`src/shared/uaqp_regs.svh`:
```
`ifndef UAQP_REGS_SVH
`define UAQP_REGS_SVH
// port latch state after reset
`define UAQP_LATCH_RST   8'hff
// upper address state after reset
`define UAQP_ADDR_RST    8'h00
// quasi port bit positions of the alternate functions
`define UAQP_BIT_RXD     0
`define UAQP_BIT_TXD     1
`define UAQP_BIT_IRQ0    2
`define UAQP_BIT_IRQ1    3
`define UAQP_BIT_TMR0    4
`define UAQP_BIT_T1CLK   5
`define UAQP_BIT_WRS     6
`define UAQP_BIT_RDS     7
// adjacent port bit positions of the edge interrupts
`define UAQP_ADJ_IRQ4    0
`define UAQP_ADJ_IRQ5    1
// timing: strong pull-up pulse length and clock period in ns
`define UAQP_STRONG_NS   25
`define UAQP_CLK_NS      25
`endif

```
`src/shared/uaqp_pkg.sv`:
```
package uaqp_pkg;
  // alternate output functions coming from the core peripherals
  typedef struct packed {
    logic serial_zero_transmit;
    logic clock_out;
    logic clock_out_en;
    logic write_strobe_n;
    logic read_strobe_n;
  } uaqp_alt_out_t;
  // alternate input functions going to the core peripherals
  typedef struct packed {
    logic serial_zero_receive;
    logic external_irq_zero;
    logic external_irq_one;
    logic timer_zero_count_input;
    logic timer_one_input;
  } uaqp_alt_in_t;
endpackage : uaqp_pkg

```
`src/verilog/uaqp_port.sv`:
```
`timescale 1ns/100ps
`include "uaqp_regs.svh"
// Behaviour
// - drive address bits 15..8 on the upper port during every external access except pointer-indirect data moves
// - upper port latch reaches the upper port pins only through pointer-indirect data moves, and stays there until the next external access
// - pointer-indirect data moves use the upper latch as high address byte
// - upper port bit n carries address bit n plus 8
// - reset sets every quasi port latch bit to one, weak pull-up only
// - latch one means input: pin is sensed, outside may pull it low
// - writing zero turns on strong pull-down until one is written or reset
// - zero to one change gives brief strong high drive, then weak pull-up
// - quasi bit 0 is serial receive input, bit 1 serial transmit output
// - adjacent bit 6 is interrupt four, detected on rising edge
// - adjacent bit 7 is interrupt five, detected on falling edge
// - bit 4 timer zero input, bit 5 timer one input and clock output
// - bit 6 external write strobe, bit 7 external read strobe
module uaqp_port
  import uaqp_pkg::*;
#(
  parameter int WIDTH = 8
) (
  // clock and reset
  input  wire logic             mclk_i,
  input  wire logic             rstn_i,
  // latch writes from the core
  input  wire logic             upper_latch_we_i,
  input  wire logic [WIDTH-1:0] upper_latch_wdata_i,
  input  wire logic             quasi_latch_we_i,
  input  wire logic [WIDTH-1:0] quasi_latch_wdata_i,
  // external memory access from the core
  input  wire logic             mem_access_i,
  input  wire logic             external_data_move_i,
  input  wire logic [WIDTH-1:0] mem_addr_hi_i,
  // alternate outputs from peripherals
  input  wire uaqp_alt_out_t    alt_out_i,
  // quasi port pins
  input  wire logic [WIDTH-1:0] quasi_pin_i,
  output logic      [WIDTH-1:0] quasi_pin_o,
  output logic      [WIDTH-1:0] quasi_pin_oe_o,
  // adjacent port pins 6 and 7
  input  wire logic [1:0]       adj_pin_i,
  // upper address pins
  output logic      [WIDTH-1:0] upper_address_byte_o,
  // readback and peripheral inputs to the core
  output logic      [WIDTH-1:0] upper_latch_o,
  output logic      [WIDTH-1:0] quasi_latch_o,
  output logic      [WIDTH-1:0] quasi_pin_level_o,
  output uaqp_alt_in_t          alt_in_o,
  output logic                  rising_edge_irq_four_o,
  output logic                  falling_edge_irq_five_o
);

  localparam int STRONG_CYC_RAW = (`UAQP_STRONG_NS + `UAQP_CLK_NS - 1) / `UAQP_CLK_NS;
  localparam int STRONG_CYC     = (STRONG_CYC_RAW < 1) ? 1 : STRONG_CYC_RAW;
  localparam int CW             = $clog2(STRONG_CYC + 1);

  logic [WIDTH-1:0] upper_latch_q;
  logic [WIDTH-1:0] quasi_latch_q;
  logic [WIDTH-1:0] sync1_q;
  logic [WIDTH-1:0] sync2_q;
  logic [1:0]       adj1_q;
  logic [1:0]       adj2_q;
  logic [1:0]       adj3_q;
  logic [WIDTH-1:0] alt_vec;
  logic [WIDTH-1:0] eff_d;
  logic [WIDTH-1:0] eff_q;
  logic [WIDTH-1:0] strong_hi;

  // map alternate outputs onto quasi bit positions, idle bits high
  function automatic logic [WIDTH-1:0] alt_map(input uaqp_alt_out_t a);
    logic [WIDTH-1:0] v;
    v = '1;
    v[`UAQP_BIT_TXD]   = a.serial_zero_transmit;
    v[`UAQP_BIT_T1CLK] = a.clock_out_en ? a.clock_out : 1'b1;
    v[`UAQP_BIT_WRS]   = a.write_strobe_n;
    v[`UAQP_BIT_RDS]   = a.read_strobe_n;
    return v;
  endfunction : alt_map

  // one-cycle edge flag from the current and the previous synchronised level
  function automatic logic edge_seen(input logic now_lvl, input logic old_lvl, input logic rising);
    return rising ? (now_lvl & ~old_lvl) : (~now_lvl & old_lvl);
  endfunction : edge_seen

  // upper latch, held for pointer-indirect moves only
  always_ff @(posedge mclk_i or negedge rstn_i) begin
    if (!rstn_i) begin
      upper_latch_q <= `UAQP_LATCH_RST;
    end else if (upper_latch_we_i) begin
      upper_latch_q <= upper_latch_wdata_i;
    end
  end

  // upper address pins: memory address bits, or the latch value during external data moves
  always_ff @(posedge mclk_i or negedge rstn_i) begin
    if (!rstn_i) begin
      upper_address_byte_o <= `UAQP_ADDR_RST;
    end else if (mem_access_i && external_data_move_i) begin
      upper_address_byte_o <= upper_latch_q;
    end else if (mem_access_i) begin
      upper_address_byte_o <= mem_addr_hi_i;
    end
  end

  // quasi port latch, all ones at reset, zero held until a one is written
  always_ff @(posedge mclk_i or negedge rstn_i) begin
    if (!rstn_i) begin
      quasi_latch_q <= `UAQP_LATCH_RST;
    end else if (quasi_latch_we_i) begin
      quasi_latch_q <= quasi_latch_wdata_i;
    end
  end

  // effective output level combines latch and alternate output
  assign alt_vec = alt_map(alt_out_i);
  assign eff_d   = quasi_latch_q & alt_vec;

  always_ff @(posedge mclk_i or negedge rstn_i) begin
    if (!rstn_i) begin
      eff_q <= `UAQP_LATCH_RST;
    end else begin
      eff_q <= eff_d;
    end
  end

  // per-bit strong high pulse on a zero to one change
  for (genvar i = 0; i < WIDTH; i++) begin : g_strong
    logic [CW-1:0] cnt_q;
    always_ff @(posedge mclk_i or negedge rstn_i) begin
      if (!rstn_i) begin
        cnt_q <= '0;
      end else if (!eff_d[i]) begin
        cnt_q <= '0;
      end else if (!eff_q[i]) begin
        cnt_q <= CW'(STRONG_CYC);
      end else if (cnt_q != '0) begin
        cnt_q <= cnt_q - 1'b1;
      end
    end
    assign strong_hi[i] = eff_d[i] && (!eff_q[i] || (cnt_q > CW'(1)));
  end

  // pin drive value follows the effective level
  always_ff @(posedge mclk_i or negedge rstn_i) begin
    if (!rstn_i) begin
      quasi_pin_o <= '1;
    end else begin
      quasi_pin_o <= eff_d;
    end
  end

  // strong drive: low for zero, brief high after a rise, else weak pull-up
  always_ff @(posedge mclk_i or negedge rstn_i) begin
    if (!rstn_i) begin
      quasi_pin_oe_o <= '0;
    end else begin
      quasi_pin_oe_o <= ~eff_d | strong_hi;
    end
  end

  // two-stage synchroniser for the quasi port pins
  always_ff @(posedge mclk_i or negedge rstn_i) begin
    if (!rstn_i) begin
      sync1_q <= '1;
      sync2_q <= '1;
    end else begin
      sync1_q <= quasi_pin_i;
      sync2_q <= sync1_q;
    end
  end

  // adjacent pins: two synchroniser stages plus one history stage for edges
  always_ff @(posedge mclk_i or negedge rstn_i) begin
    if (!rstn_i) begin
      adj1_q <= '1;
      adj2_q <= '1;
      adj3_q <= '1;
    end else begin
      adj1_q <= adj_pin_i;
      adj2_q <= adj1_q;
      adj3_q <= adj2_q;
    end
  end

  // sensed pin levels to the core
  always_ff @(posedge mclk_i or negedge rstn_i) begin
    if (!rstn_i) begin
      quasi_pin_level_o <= '1;
    end else begin
      quasi_pin_level_o <= sync2_q;
    end
  end

  // alternate inputs to the core peripherals
  always_ff @(posedge mclk_i or negedge rstn_i) begin
    if (!rstn_i) begin
      alt_in_o <= '1;
    end else begin
      alt_in_o.serial_zero_receive    <= sync2_q[`UAQP_BIT_RXD];
      alt_in_o.external_irq_zero      <= sync2_q[`UAQP_BIT_IRQ0];
      alt_in_o.external_irq_one       <= sync2_q[`UAQP_BIT_IRQ1];
      alt_in_o.timer_zero_count_input <= sync2_q[`UAQP_BIT_TMR0];
      alt_in_o.timer_one_input        <= sync2_q[`UAQP_BIT_T1CLK];
    end
  end

  // rising edge of adjacent pin 6 gives a one-cycle interrupt four pulse
  always_ff @(posedge mclk_i or negedge rstn_i) begin
    if (!rstn_i) begin
      rising_edge_irq_four_o <= 1'b0;
    end else begin
      rising_edge_irq_four_o <= edge_seen(adj2_q[`UAQP_ADJ_IRQ4], adj3_q[`UAQP_ADJ_IRQ4], 1'b1);
    end
  end

  // falling edge of adjacent pin 7 gives a one-cycle interrupt five pulse
  always_ff @(posedge mclk_i or negedge rstn_i) begin
    if (!rstn_i) begin
      falling_edge_irq_five_o <= 1'b0;
    end else begin
      falling_edge_irq_five_o <= edge_seen(adj2_q[`UAQP_ADJ_IRQ5], adj3_q[`UAQP_ADJ_IRQ5], 1'b0);
    end
  end

  // latch readback
  assign upper_latch_o = upper_latch_q;
  assign quasi_latch_o = quasi_latch_q;

endmodule : uaqp_port

```
`config.mk`:
```
export PLATFORM = sky130hd
export DESIGN_NAME = uaqp_port
export DESIGN_NICKNAME = d
export VERILOG_FILES = /design/src/shared/uaqp_pkg.sv /design/src/verilog/uaqp_port.sv
export VERILOG_INCLUDE_DIRS = /design/src /design/src/shared
export SDC_FILE = /design/constraint.sdc
export NUM_CORES = 1
export LEC_CHECK = 0
export BUFFER_PORTS_ARGS = -buffer_cell sky130_fd_sc_hd__buf_2
export CELL_PAD_IN_SITES_DETAIL_PLACEMENT = 0
export CELL_PAD_IN_SITES_GLOBAL_PLACEMENT = 1
export CORE_MARGIN = 1.5
export CORE_UTILIZATION = 35
export CTS_BUF_LIST = sky130_fd_sc_hd__clkbuf_8
export DETAILED_ROUTE_END_ITERATION = 8
export HOLD_SLACK_MARGIN = 0.06
export PLACE_DENSITY = 0.87
export SKIP_LAST_GASP = 1
export SLEW_MARGIN = 20
export SYNTH_ARGS = -nofsm -noshare
export SYNTH_HDL_FRONTEND = slang
export SYNTH_SLANG_ARGS = --single-unit
export TNS_END_PERCENT = 5
```
`constraint.sdc`:
```
create_clock -name mclk_i -period 0.8 [get_ports mclk_i]
set_input_delay 0.16 -clock mclk_i [delete_from_list [all_inputs] [get_ports mclk_i]]
set_output_delay 0.16 -clock mclk_i [all_outputs]
set_load 0.005 [all_outputs]
```
==> qor.txt, run 1 <==
Status - complete, but fails checks
Failing checks - negative setup slack
Max_cap viols - 0
CTS Buf Count - 9
Crit path cell chain - buf_2
Clock transition at the registers of the reported paths - 0.08 ns
Final Setup Violations - 78
FMAX - 0.866 GHz
Kind of critical path - reg2out
RSZ-0062 raised after global routing - true
Gr ovfl total - 0
First-pass GRT wire length - 7.55 mm
Post-synth cell types - 14
Die width - 85.7 um
Clock root cell - clkbuf_8
Sequential-to-total area share from yosys stat - 0.780
Post-Synth Simple-Gate Area - 0.0366
IO buf count - 99
Capturing element type of the critical path - output pin
Power density cells - 2190 nW/um^2
Antenna violations before repair - 0
Post-route clock skew - 0.00948 ns
Routability cong. - 0.670
Core region area - 6490 sq um
Worst-case clock buffer depth - 2
Yosys reg bits - 72
Post-Synth Adder-Cell Area - 0
Min Clock Period, post-route - 1.15 ns
CTS sink cnt - 72
Setup TNS - -16.08 ns
Vias in the first global route - 1593
CTS tree - built
Worst rel slew slack - 0.823
Initial Utilization - 0.369
Post-Syn Area per Cell - 17.0 sq um
CP max FO - 3
ANT cells - 0
Gate Count Post-Synth - 141
Syn. warnings - 0
Router iterations before antenna repair - 4
Final worst-path setup slack - -0.354 ns
Crit path buf inv count - 1
Req. time, crit path - 0.64 ns
Largest net degree at the start of global routing - 34
DRC - 0
Static leakage - 0.00158 uW
HP Class - in2reg
Compound-Gate Fraction of Synth Area - 0.0230
Layout Cells excl Fill - 355
Hold Fails Final Rpt - 0
Post-synthesis mux area share - 0.109
Share of cells above drive strength 1 - 0.698
Final nets - 318
Row cnt - 29
DR vias/cell - 4.25
Total Wirelength - 4.57 mm
Largest family of logic cells by synthesized area - multiplexers
Routed WL per cell - 12.9 um
Gr usage total - 0.135
Max VDD drop - 1070 uV
Worst-Margin Slew - 0.265 ns
Xor and xnor area share after synthesis - 0
Slowest cell on the critical path - dfstp_2
Final HPWL DP - 3.11 mm
Antenna viol nets, final - 0
Vias - 1507
Post-Synthesis Cell Area - 2400 sq um
Final worst path period share - 1.44
Syn nets - 186
Area growth from synthesis to layout - 43.9%
Die ar. - 7350 sq um
Cell area after layout - 3450 sq um
DRT iter0 DRCs - 36
Slew Limit Fails - 0
Die Ht - 85.7 um
DP Cell Count - 306
Hold WS - 0.0788 ns
IO Pins - 100
CP Launch Type - flop
CP max stage delay - 0.55 ns
Clk_lat worst skew - 0.33 ns
DP Area - 2940 sq um
# H-tree levels - 3
Crit path max-delay family - flip-flops
Place WS - -0.0507 ns
CP Data Arrival Time - 0.99 ns
-- cells in the final DEF, fill, tap and decap left out --
cell	instances
a21oi_1	8
buf_6	3
buf_4	5
mux2_2	16
dlygate4sd3_1	29
clkinv_2	2
buf_2	95
o21a_1	1
inv_6	2
nor2_1	8
nand2_1	7
clkinvlp_4	2
and2_4	3
clkbuf_8	9
inv_1	2
dfrtp_1	18
dfstp_2	54
buf_12	3
nor2b_1	2
o211ai_1	1
mux2i_1	8
-- logic make-up (layout without fill, tap and decap cells) --
logic type | count (synthesis) | in the layout
buffers and inverters | 15 | 152
AOI/OAI and AO/OA | 10 | 10
and+or+nand+nor | 20 | 20
DFF | 72 | 72
muxes | 24 | 24
-- state kept, by name, summed over array words and instances (netlist names) --
| register | count |
|---|---|
| upper_latch_o | 8 |
| quasi_pin_oe_o | 8 |
| sync1_q | 8 |
| upper_address_byte_o | 8 |
| sync2_q | 8 |
| quasi_pin_o | 8 |
| adj3_q | 2 |
| quasi_pin_level_o | 8 |
| adj1_q | 2 |
| quasi_latch_o | 8 |
| adj2_q | 2 |
| rising_edge_irq_four_o | 1 |
| falling_edge_irq_five_o | 1 |
-- cell usage after synthesis --
cell type	n	share of area
and2_1	3	0.0078
mux2_2	16	0.075
nand2_1	7	0.011
buf_6	4	0.019
a21oi_1	8	0.017
buf_4	10	0.031
o21a_1	1	0.0031
nor2b_1	2	0.0052
mux2i_1	8	0.033
inv_1	1	0.0016
nor2_1	8	0.013
o211ai_1	1	0.0031
dfrtp_1	18	0.19
dfstp_2	54	0.59
-- power by group --
| group | internal (uW) | switching, uW | leakage (uW) |
|---|---|---|---|
| clock network | 1120 | 1340 | 0.0000872 |
| registers | 4070 | 137 | 0.000761 |
| logic | 533 | 357 | 0.000732 |
| total | 5720 | 1840 | 0.00158 |
-- layer usage --
layer | global-route usage | up-vias | part of all wire
met5 | 0 | - | 0
li1 | - | 720 | -
met4 | 0.0748 | 0 | 0.013
met1 | 0.166 | 713 | 0.44
met3 | 0.0395 | 9 | 0.056
met2 | 0.215 | 65 | 0.49
-- timing repair --
action                     CTS  global route
setup endpoints to repair   66            76
cloned                       0             0
hold buffers                29             0
pin swaps                    0             0
hold endpoints to repair   101             0
buffers inserted             3             1
gates resized for setup      2             1
-- stage by stage --
stage	total power, uW	util
after global routing	7990	0.531
after detailed placement	5010	0.452
final	7560	0.531
after global placement	4980	0.452
after CTS	7680	0.529
after floorplan	4570	-
-- worst paths after layout --
path	depth (start not counted)	slack, ns	startpoint	to
max	1	-0.35	upper_latch_o[2]	upper_latch_o[2]
max in group asynchronous	3	0.16	rstn_i	adj1_q[0]
min	2	0.08	quasi_latch_wdata_i[7]	quasi_latch_o[7]
min reg2reg	0	0.35	sync2_q[6]	quasi_pin_level_o[6]
min in group asynchronous	3	0.36	rstn_i	upper_address_byte_o[5]
max reg2reg	3	-0.13	upper_latch_o[4]	upper_address_byte_o[4]
-- final cells by class --
| cell class | count | area, sq um |
|---|---|---|
| fill | 571 | 3050 |
| sequential | 72 | 1870 |
| clock buffer | 9 | 124 |
| timing repair buffer | 135 | 897 |
| inverter | 1 | 3.75 |
| clock inverter | 7 | 46.3 |
| tap | 77 | 96.3 |
| multi-input combinational | 54 | 410 |
No activity file was read; power rests on OpenSTA's default activity.
==> run 2: changes to the inputs <==
--- a/config.mk
+++ b/config.mk
@@ -6,15 +6,16 @@
 export SDC_FILE = /design/constraint.sdc
 export NUM_CORES = 1
 export LEC_CHECK = 0
+export ABC_AREA = 1
 export BUFFER_PORTS_ARGS = -buffer_cell sky130_fd_sc_hd__buf_2
 export CELL_PAD_IN_SITES_DETAIL_PLACEMENT = 0
 export CELL_PAD_IN_SITES_GLOBAL_PLACEMENT = 1
 export CORE_MARGIN = 1.5
-export CORE_UTILIZATION = 35
+export CORE_UTILIZATION = 34
 export CTS_BUF_LIST = sky130_fd_sc_hd__clkbuf_8
 export DETAILED_ROUTE_END_ITERATION = 8
 export HOLD_SLACK_MARGIN = 0.06
-export PLACE_DENSITY = 0.87
+export PLACE_DENSITY = 0.88
 export SKIP_LAST_GASP = 1
 export SLEW_MARGIN = 20
 export SYNTH_ARGS = -nofsm -noshare
==> run 2 against run 1 <==
The run still ends with negative setup slack left. Cell count up 24%. Routed wire length up 1.9%. Sequential share of layout area down 1.7 points. Non-clock buffer count up 1. Die area up 5.2%. Via count up 18%. Largest cell class unchanged.
==> qor.txt, run 2 <==
Status - complete, but fails checks
Failing checks - negative setup slack
DR vias/cell - 4.07 (-4.2%)
Slew Limit Fails - 0 (unchanged)
Crit path max-delay family - flip-flops
Ys async rst share - 1.00 (unchanged)
Syn. warnings - 0 (unchanged)
Vias in the first global route - 1710 (+7.3%)
DRC - 0 (unchanged)
Capturing element type of the critical path - output pin
Row cnt - 30 (+3.4%)
Post-synth cell types - 12 (-2)
Clock transition at the registers of the reported paths - 0.08 ns (about the same)
CTS Buf Count - 9 (unchanged)
Post-Synthesis Cell Area - 2450 sq um (+2.3%)
IO buf count - 99 (unchanged)
Synth area leader - dfstp_2
CP max FO - 3 (unchanged)
Sequential power share - 0.527 (-0.029)
Hold Fails Final Rpt - 0 (unchanged)
Routability cong. - 0.731 (+9.1%)
Area growth from synthesis to layout - 45.2%
P_sw - 1900 uW (+3.2%)
Antenna viol nets, final - 0 (unchanged)
Router iterations before antenna repair - 4 (unchanged)
Static leakage - 0.00178 uW (+12%)
Crit path cell chain - buf_2
Combinational fraction of design power - 0.108 (-0.010)
Max_cap viols - 0 (unchanged)
Syn nets - 249 (+34%)
Kind of critical path - reg2out
Int Power - 5960 uW (+4.1%)
Final design utilization - 0.518 (-0.0123)
Final worst-path setup slack - -0.354 ns (+0.000391 ns)
Vias - 1785 (+18%)
Final HPWL DP - 3.28 mm (+5.3%)
Largest net degree at the start of global routing - 41 (+21%)
Clk_lat worst skew - 0.34 ns (about the same)
Gr ovfl total - 0 (unchanged)
Req. time, crit path - 0.64 ns (about the same)
Die Ht - 87.9 um (+2.6%)
Yosys reg bits - 72 (unchanged)
Total Wirelength - 4.65 mm (+1.9%)
Gate Count Post-Synth - 204 (+45%)
Post-Syn Area per Cell - 12.0 sq um (-29%)
Core region area - 6870 sq um (+5.8%)
Sw Ratio - 0.241 (-0.00164)
Most common cell after layout, fill and taps aside - buf_2
DRT iter0 DRCs - 43 (+19%)
Min Clock Period, post-route - 1.15 ns (-0.000391 ns)
Final nets - 383 (+20%)
Clock root cell - clkbuf_8
IO Pins - 100 (unchanged)
Gr busiest metal - met2
Layout Cells excl Fill - 439 (+24%)
Final Setup Violations - 78 (unchanged)
ANT cells - 0 (unchanged)
CP max stage delay - 0.55 ns (about the same)
Gr usage total - 0.135 (-0.000336)
Count leader, synth - nand2_1
CP Launch Type - flop
First-pass GRT wire length - 7.62 mm (+1.0%)
Worst-case clock buffer depth - 2 (unchanged)
CTS tree - built
Met1 Track Usage GR - 0.152 (-0.0143)
Synth cell count leaders - nand2_1, dfstp_2, inv_1
CTS sink cnt - 72 (unchanged)
HP Class - in2reg
Antenna violations before repair - 0 (unchanged)
Commonest non-fill, non-tap cells in the layout - buf_2, nand2_1, dfstp_2
Met3 Use GR - 0.0415 (+0.00201)
Slowest cell on the critical path - dfstp_2
Worst rel slew slack - 0.850 (+0.0271)
Share of cells above drive strength 1 - 0.525 (-0.173)
Clock group share of total power - 0.365 (+0.039)
M2 GR Usage - 0.220 (+0.00524)
Worst-Margin Slew - 0.224 ns (-0.0406 ns)
Initial Utilization - 0.357 (-0.0119)
Sequential-to-total area share from yosys stat - 0.762 (-0.0179)
Top_reg_cell synth - dfstp_2
Final worst path period share - 1.44 (about the same)
DP Cell Count - 388 (+27%)
Synth area leaders - dfstp_2, dfrtp_1, nand2_1
Routed WL per cell - 10.6 um (-18%)
Setup TNS - -16.66 ns (-0.582 ns)
FMAX - 0.866 GHz (about the same)
Post-synth EDFFs - 0 (unchanged)
Crit path buf inv count - 1 (unchanged)
Die ar. - 7730 sq um (+5.2%)
# H-tree levels - 3 (unchanged)
CP Data Arrival Time - 0.99 ns (about the same)
Share of the synthesized area in the top cell type - 0.579 (-0.0136)
Max VDD drop - 1160 uV (+8.5%)
Power density cells - 2210 nW/um^2 (+0.56%)
RSZ-0062 raised after global routing - true
Die width - 87.9 um (+2.6%)
Post-route clock skew - 0.00342 ns (-0.00606 ns)
[run 2: cell types whose count changed after synthesis, moves of 3 or more]
cell	before	now
o21ai_0	0	15
nand3_1	0	8
nor2_1	8	4
inv_1	1	30
and2_1	3	0
mux2i_1	8	0
a21oi_1	8	0
mux2_2	16	0
nand2_1	7	59
[run 2: metal layers]
metal  part of all wire  vias up  wire (um)
li1                   -      874          -
met1               0.41      836       1900
met2               0.50       63       2340
met5                  0        -          0
met3              0.066       12        305
met4              0.025        0        117
[run 2: power by group through the flow]
| stage | combinational (uW) | sequential (uW) | clock [uW] |
|---|---|---|---|
| finish | 849 | 4140 | 2870 |
| global route | 967 | 4170 | 3150 |
| CTS | 856 | 4140 | 2990 |
| detailed placement | 694 | 4210 | 0 |
| global placement | 689 | 4200 | 0 |
| floorplan | 262 | 4230 | 0 |
[run 2: path summary, 6_finish.rpt]
path | startpoint | endpoint | slack, ns | cells after the start
min in group asynchronous | rstn_i | upper_address_byte_o[2] | 0.32 | 3
max | quasi_latch_o[6] | quasi_latch_o[6] | -0.35 | 1
min | alt_out_i[2] | quasi_pin_o[5] | 0.08 | 4
min reg2reg | sync1_q[1] | sync2_q[1] | 0.36 | 0
max in group asynchronous | rstn_i | quasi_latch_o[0] | 0.22 | 3
max reg2reg | quasi_latch_o[1] | quasi_pin_oe_o[1] | -0.11 | 4
[run 2: cell families after synthesis]
group           Yosys count  synth area share
simple gates             71             0.113
buf+inv                  45            0.0923
flops                    72             0.762
compound gates           16            0.0327
[run 2: final cells by class]
class / instances / area [sq um]
Clock buffer: 9 / 124
Inverter: 32 / 120
Tap cell: 96 / 120
Clock inverter: 7 / 80.1
Fill cell: 642 / 3310
Sequential cell: 72 / 1870
Timing Repair Buffer: 136 / 888
Multi-Input combinational cell: 87 / 359
[run 2: repair_timing]
item,4_1_cts,5_1_grt
hold buffers,30,0
endpoints found under the hold margin,103,0
setup buffers,5,0
gates resized for setup,0,2
setup endpoints to repair,76,87
[run 2: metrics by stage]
| step | area [sq um] | worst slack (ns) | power [uW] | hold slack, ns |
|---|---|---|---|---|
| final | 3560 | -0.354 | 7860 | 0.0833 |
| after global routing | 3560 | -0.408 | 8290 | 0.0917 |
| after CTS | 3550 | -0.380 | 7990 | 0.0598 |
| after detailed placement | 3010 | -0.0571 | 4910 | 0.142 |
| after global placement | 3010 | -0.0473 | 4890 | 0.139 |
| after floorplan | 2450 | -0.00390 | 4490 | -0.136 |
==> run 3: changes to the inputs <==
==> constraint.sdc (replaced) <==
create_clock -name mclk_i -period 0.8 [get_ports mclk_i]
set_input_delay 0.08 -clock mclk_i [delete_from_list [all_inputs] [get_ports mclk_i]]
set_output_delay 0.08 -clock mclk_i [all_outputs]
set_load 0.005 [all_outputs]
==> run 3 against run 2 <==
The flow still finishes with violations (negative setup slack). Critical path depth did not move. Die area unchanged. Fmax is 6.5% higher. Setup slack better by 0.070 ns. Power is 1.9% lower.
==> qor.txt, run 3 (same netlist as run 2, synthesis figures left out) <==
IO Pins - 100 (unchanged)
Hold Fails Final Rpt - 0 (unchanged)
CP max FO - 3 (unchanged)
Die Ht - 87.9 um (unchanged)
DP Cell Count - 388 (unchanged)
Clk_lat worst skew - 0.34 ns (about the same)
Share of cells above drive strength 1 - 0.504 (-0.0206)
Row cnt - 30 (unchanged)
RSZ-0062 raised after global routing - true
Worst rel slew slack - 0.843 (-0.00792)
Final worst-path setup slack - -0.284 ns (+0.0700 ns)
Final design utilization - 0.532 (+0.0140)
Clock root cell - clkbuf_8
Min Clock Period, post-route - 1.08 ns (-0.0700 ns)
Cell area after layout - 3660 sq um (+2.7%)
CTS tree - built
DP Area - 3010 sq um (unchanged)
Power density cells - 2110 nW/um^2 (-4.5%)
Most common cell after layout, fill and taps aside - buf_2
CP Data Arrival Time - 1.00 ns (about the same)
Static leakage - 0.00181 uW (+1.7%)
Crit path buf inv count - 1 (unchanged)
FMAX - 0.922 GHz (+6.5%)
Commonest non-fill, non-tap cells in the layout - buf_2, nand2_1, dfstp_2
Crit path max-delay family - flip-flops
CTS Buf Count - 9 (unchanged)
Total Wirelength - 5.20 mm (+12%)
Vias - 1821 (+2.0%)
First-pass GRT wire length - 8.56 mm (+12%)
Routability cong. - 0.727 (-0.59%)
IO buf count - 99 (unchanged)
Core region area - 6870 sq um (unchanged)
ANT cells - 0 (unchanged)
Final worst path period share - 1.36 (-0.0875)
Final HPWL DP - 3.29 mm (+0.48%)
Capturing element type of the critical path - output pin
Vias in the first global route - 1894 (+11%)
Router iterations before antenna repair - 4 (unchanged)
Worst-Margin Slew - 0.236 ns (+0.0119 ns)
DRT iter0 DRCs - 54 (+26%)
Slew Limit Fails - 0 (unchanged)
Post-route clock skew - 0.00552 ns (+0.00210 ns)
Area growth from synthesis to layout - 49.1%
Req. time, crit path - 0.72 ns (+0.08 ns)
DR vias/cell - 4.04 (-0.70%)
Crit path cell chain - buf_2
# H-tree levels - 3 (unchanged)
Layout Cells excl Fill - 451 (+2.7%)
Final Setup Violations - 81 (+3.8%)
Initial Utilization - 0.357 (unchanged)
Antenna viol nets, final - 0 (unchanged)
CP Launch Type - flop
Gr usage total - 0.149 (+0.0141)
DRC - 0 (unchanged)
Die width - 87.9 um (unchanged)
Clock transition at the registers of the reported paths - 0.08 ns (about the same)
Antenna violations before repair - 0 (unchanged)
Die ar. - 7730 sq um (unchanged)
Kind of critical path - reg2out
CTS sink cnt - 72 (unchanged)
Routed WL per cell - 11.5 um (+8.8%)
Final nets - 395 (+3.1%)
HP Class - in2reg
Max_cap viols - 0 (unchanged)
Status - complete, but fails checks
Gr ovfl total - 0 (unchanged)
Failing checks - negative setup slack
CP max stage delay - 0.55 ns (about the same)
Slowest cell on the critical path - dfstp_2
Largest net degree at the start of global routing - 41 (unchanged)
Worst-case clock buffer depth - 2 (unchanged)
Max VDD drop - 1060 uV (-9.0%)
[run 3: cell type report]
type                            count  area [sq um]
Tap cell                           96           120
Timing Repair Buffer              148          1000
Inverter                           32           120
Fill cell                         640          3210
Multi-Input combinational cell     87           359
Clock buffer                        9           124
Clock inverter                      7          60.1
Sequential cell                    72          1870
[run 3: what timing repair did]
item	4_1_cts	5_1_grt
hold endpoints to repair	114	0
endpoints found under the setup margin	80	87
setup buffers	4	0
hold buffers	43	0
gates resized for setup	0	1
[run 3: per-stage QoR]
| step | setup WS, ns | TNS (ns) | hold WS, ns | power (uW) |
|---|---|---|---|---|
| finish | -0.284 | -12.62 | 0.119 | 7710 |
| global route | -0.337 | -16.60 | 0.133 | 8130 |
| CTS | -0.308 | -13.86 | 0.104 | 7830 |
| detailed placement | -0.0528 | -0.250 | 0.0615 | 4910 |
| global placement | -0.0466 | -0.0963 | 0.0595 | 4890 |
| floorplan | -0.00390 | -0.00390 | -0.216 | 4490 |
[run 3: per-layer routing]
metal / vias up / share of wire / GRT usage
met2: 61 / 0.53 / 0.264
met3: 6 / 0.058 / 0.0500
li1: 897 / - / -
met5: - / 0 / 0
met1: 857 / 0.40 / 0.160
met4: 0 / 0.012 / 0.0678
[run 3: power breakdown]
part / switching (uW) / total [uW] / internal (uW)
Sequential: 111 / 4140 / 4030
Combinational: 414 / 896 / 482
Clock: 1490 / 2670 / 1180
Total: 2010 / 7710 / 5690
[run 3: final timing paths]
| check | startpoint | end | slack [ns] | cells past startpoint |
|---|---|---|---|---|
| worst max-delay path | quasi_latch_o[7] | quasi_latch_o[7] | -0.28 | 1 |
| worst min-delay path | external_data_move_i | upper_address_byte_o[0] | 0.12 | 4 |
| worst max register to register | quasi_latch_o[3] | quasi_latch_o[3] | -0.11 | 3 |
| worst min register to register | sync1_q[7] | sync2_q[7] | 0.36 | 0 |
| max in group asynchronous | rstn_i | quasi_pin_o[0] | 0.29 | 3 |
| min in group asynchronous | rstn_i | upper_address_byte_o[2] | 0.24 | 3 |
[run 3: worst register-to-register path, cell delays in order, from the launching register on]
cell	delay, ns
dfstp_2	0.54
buf_4	0.11
inv_1	0.04
o21ai_0	0.15
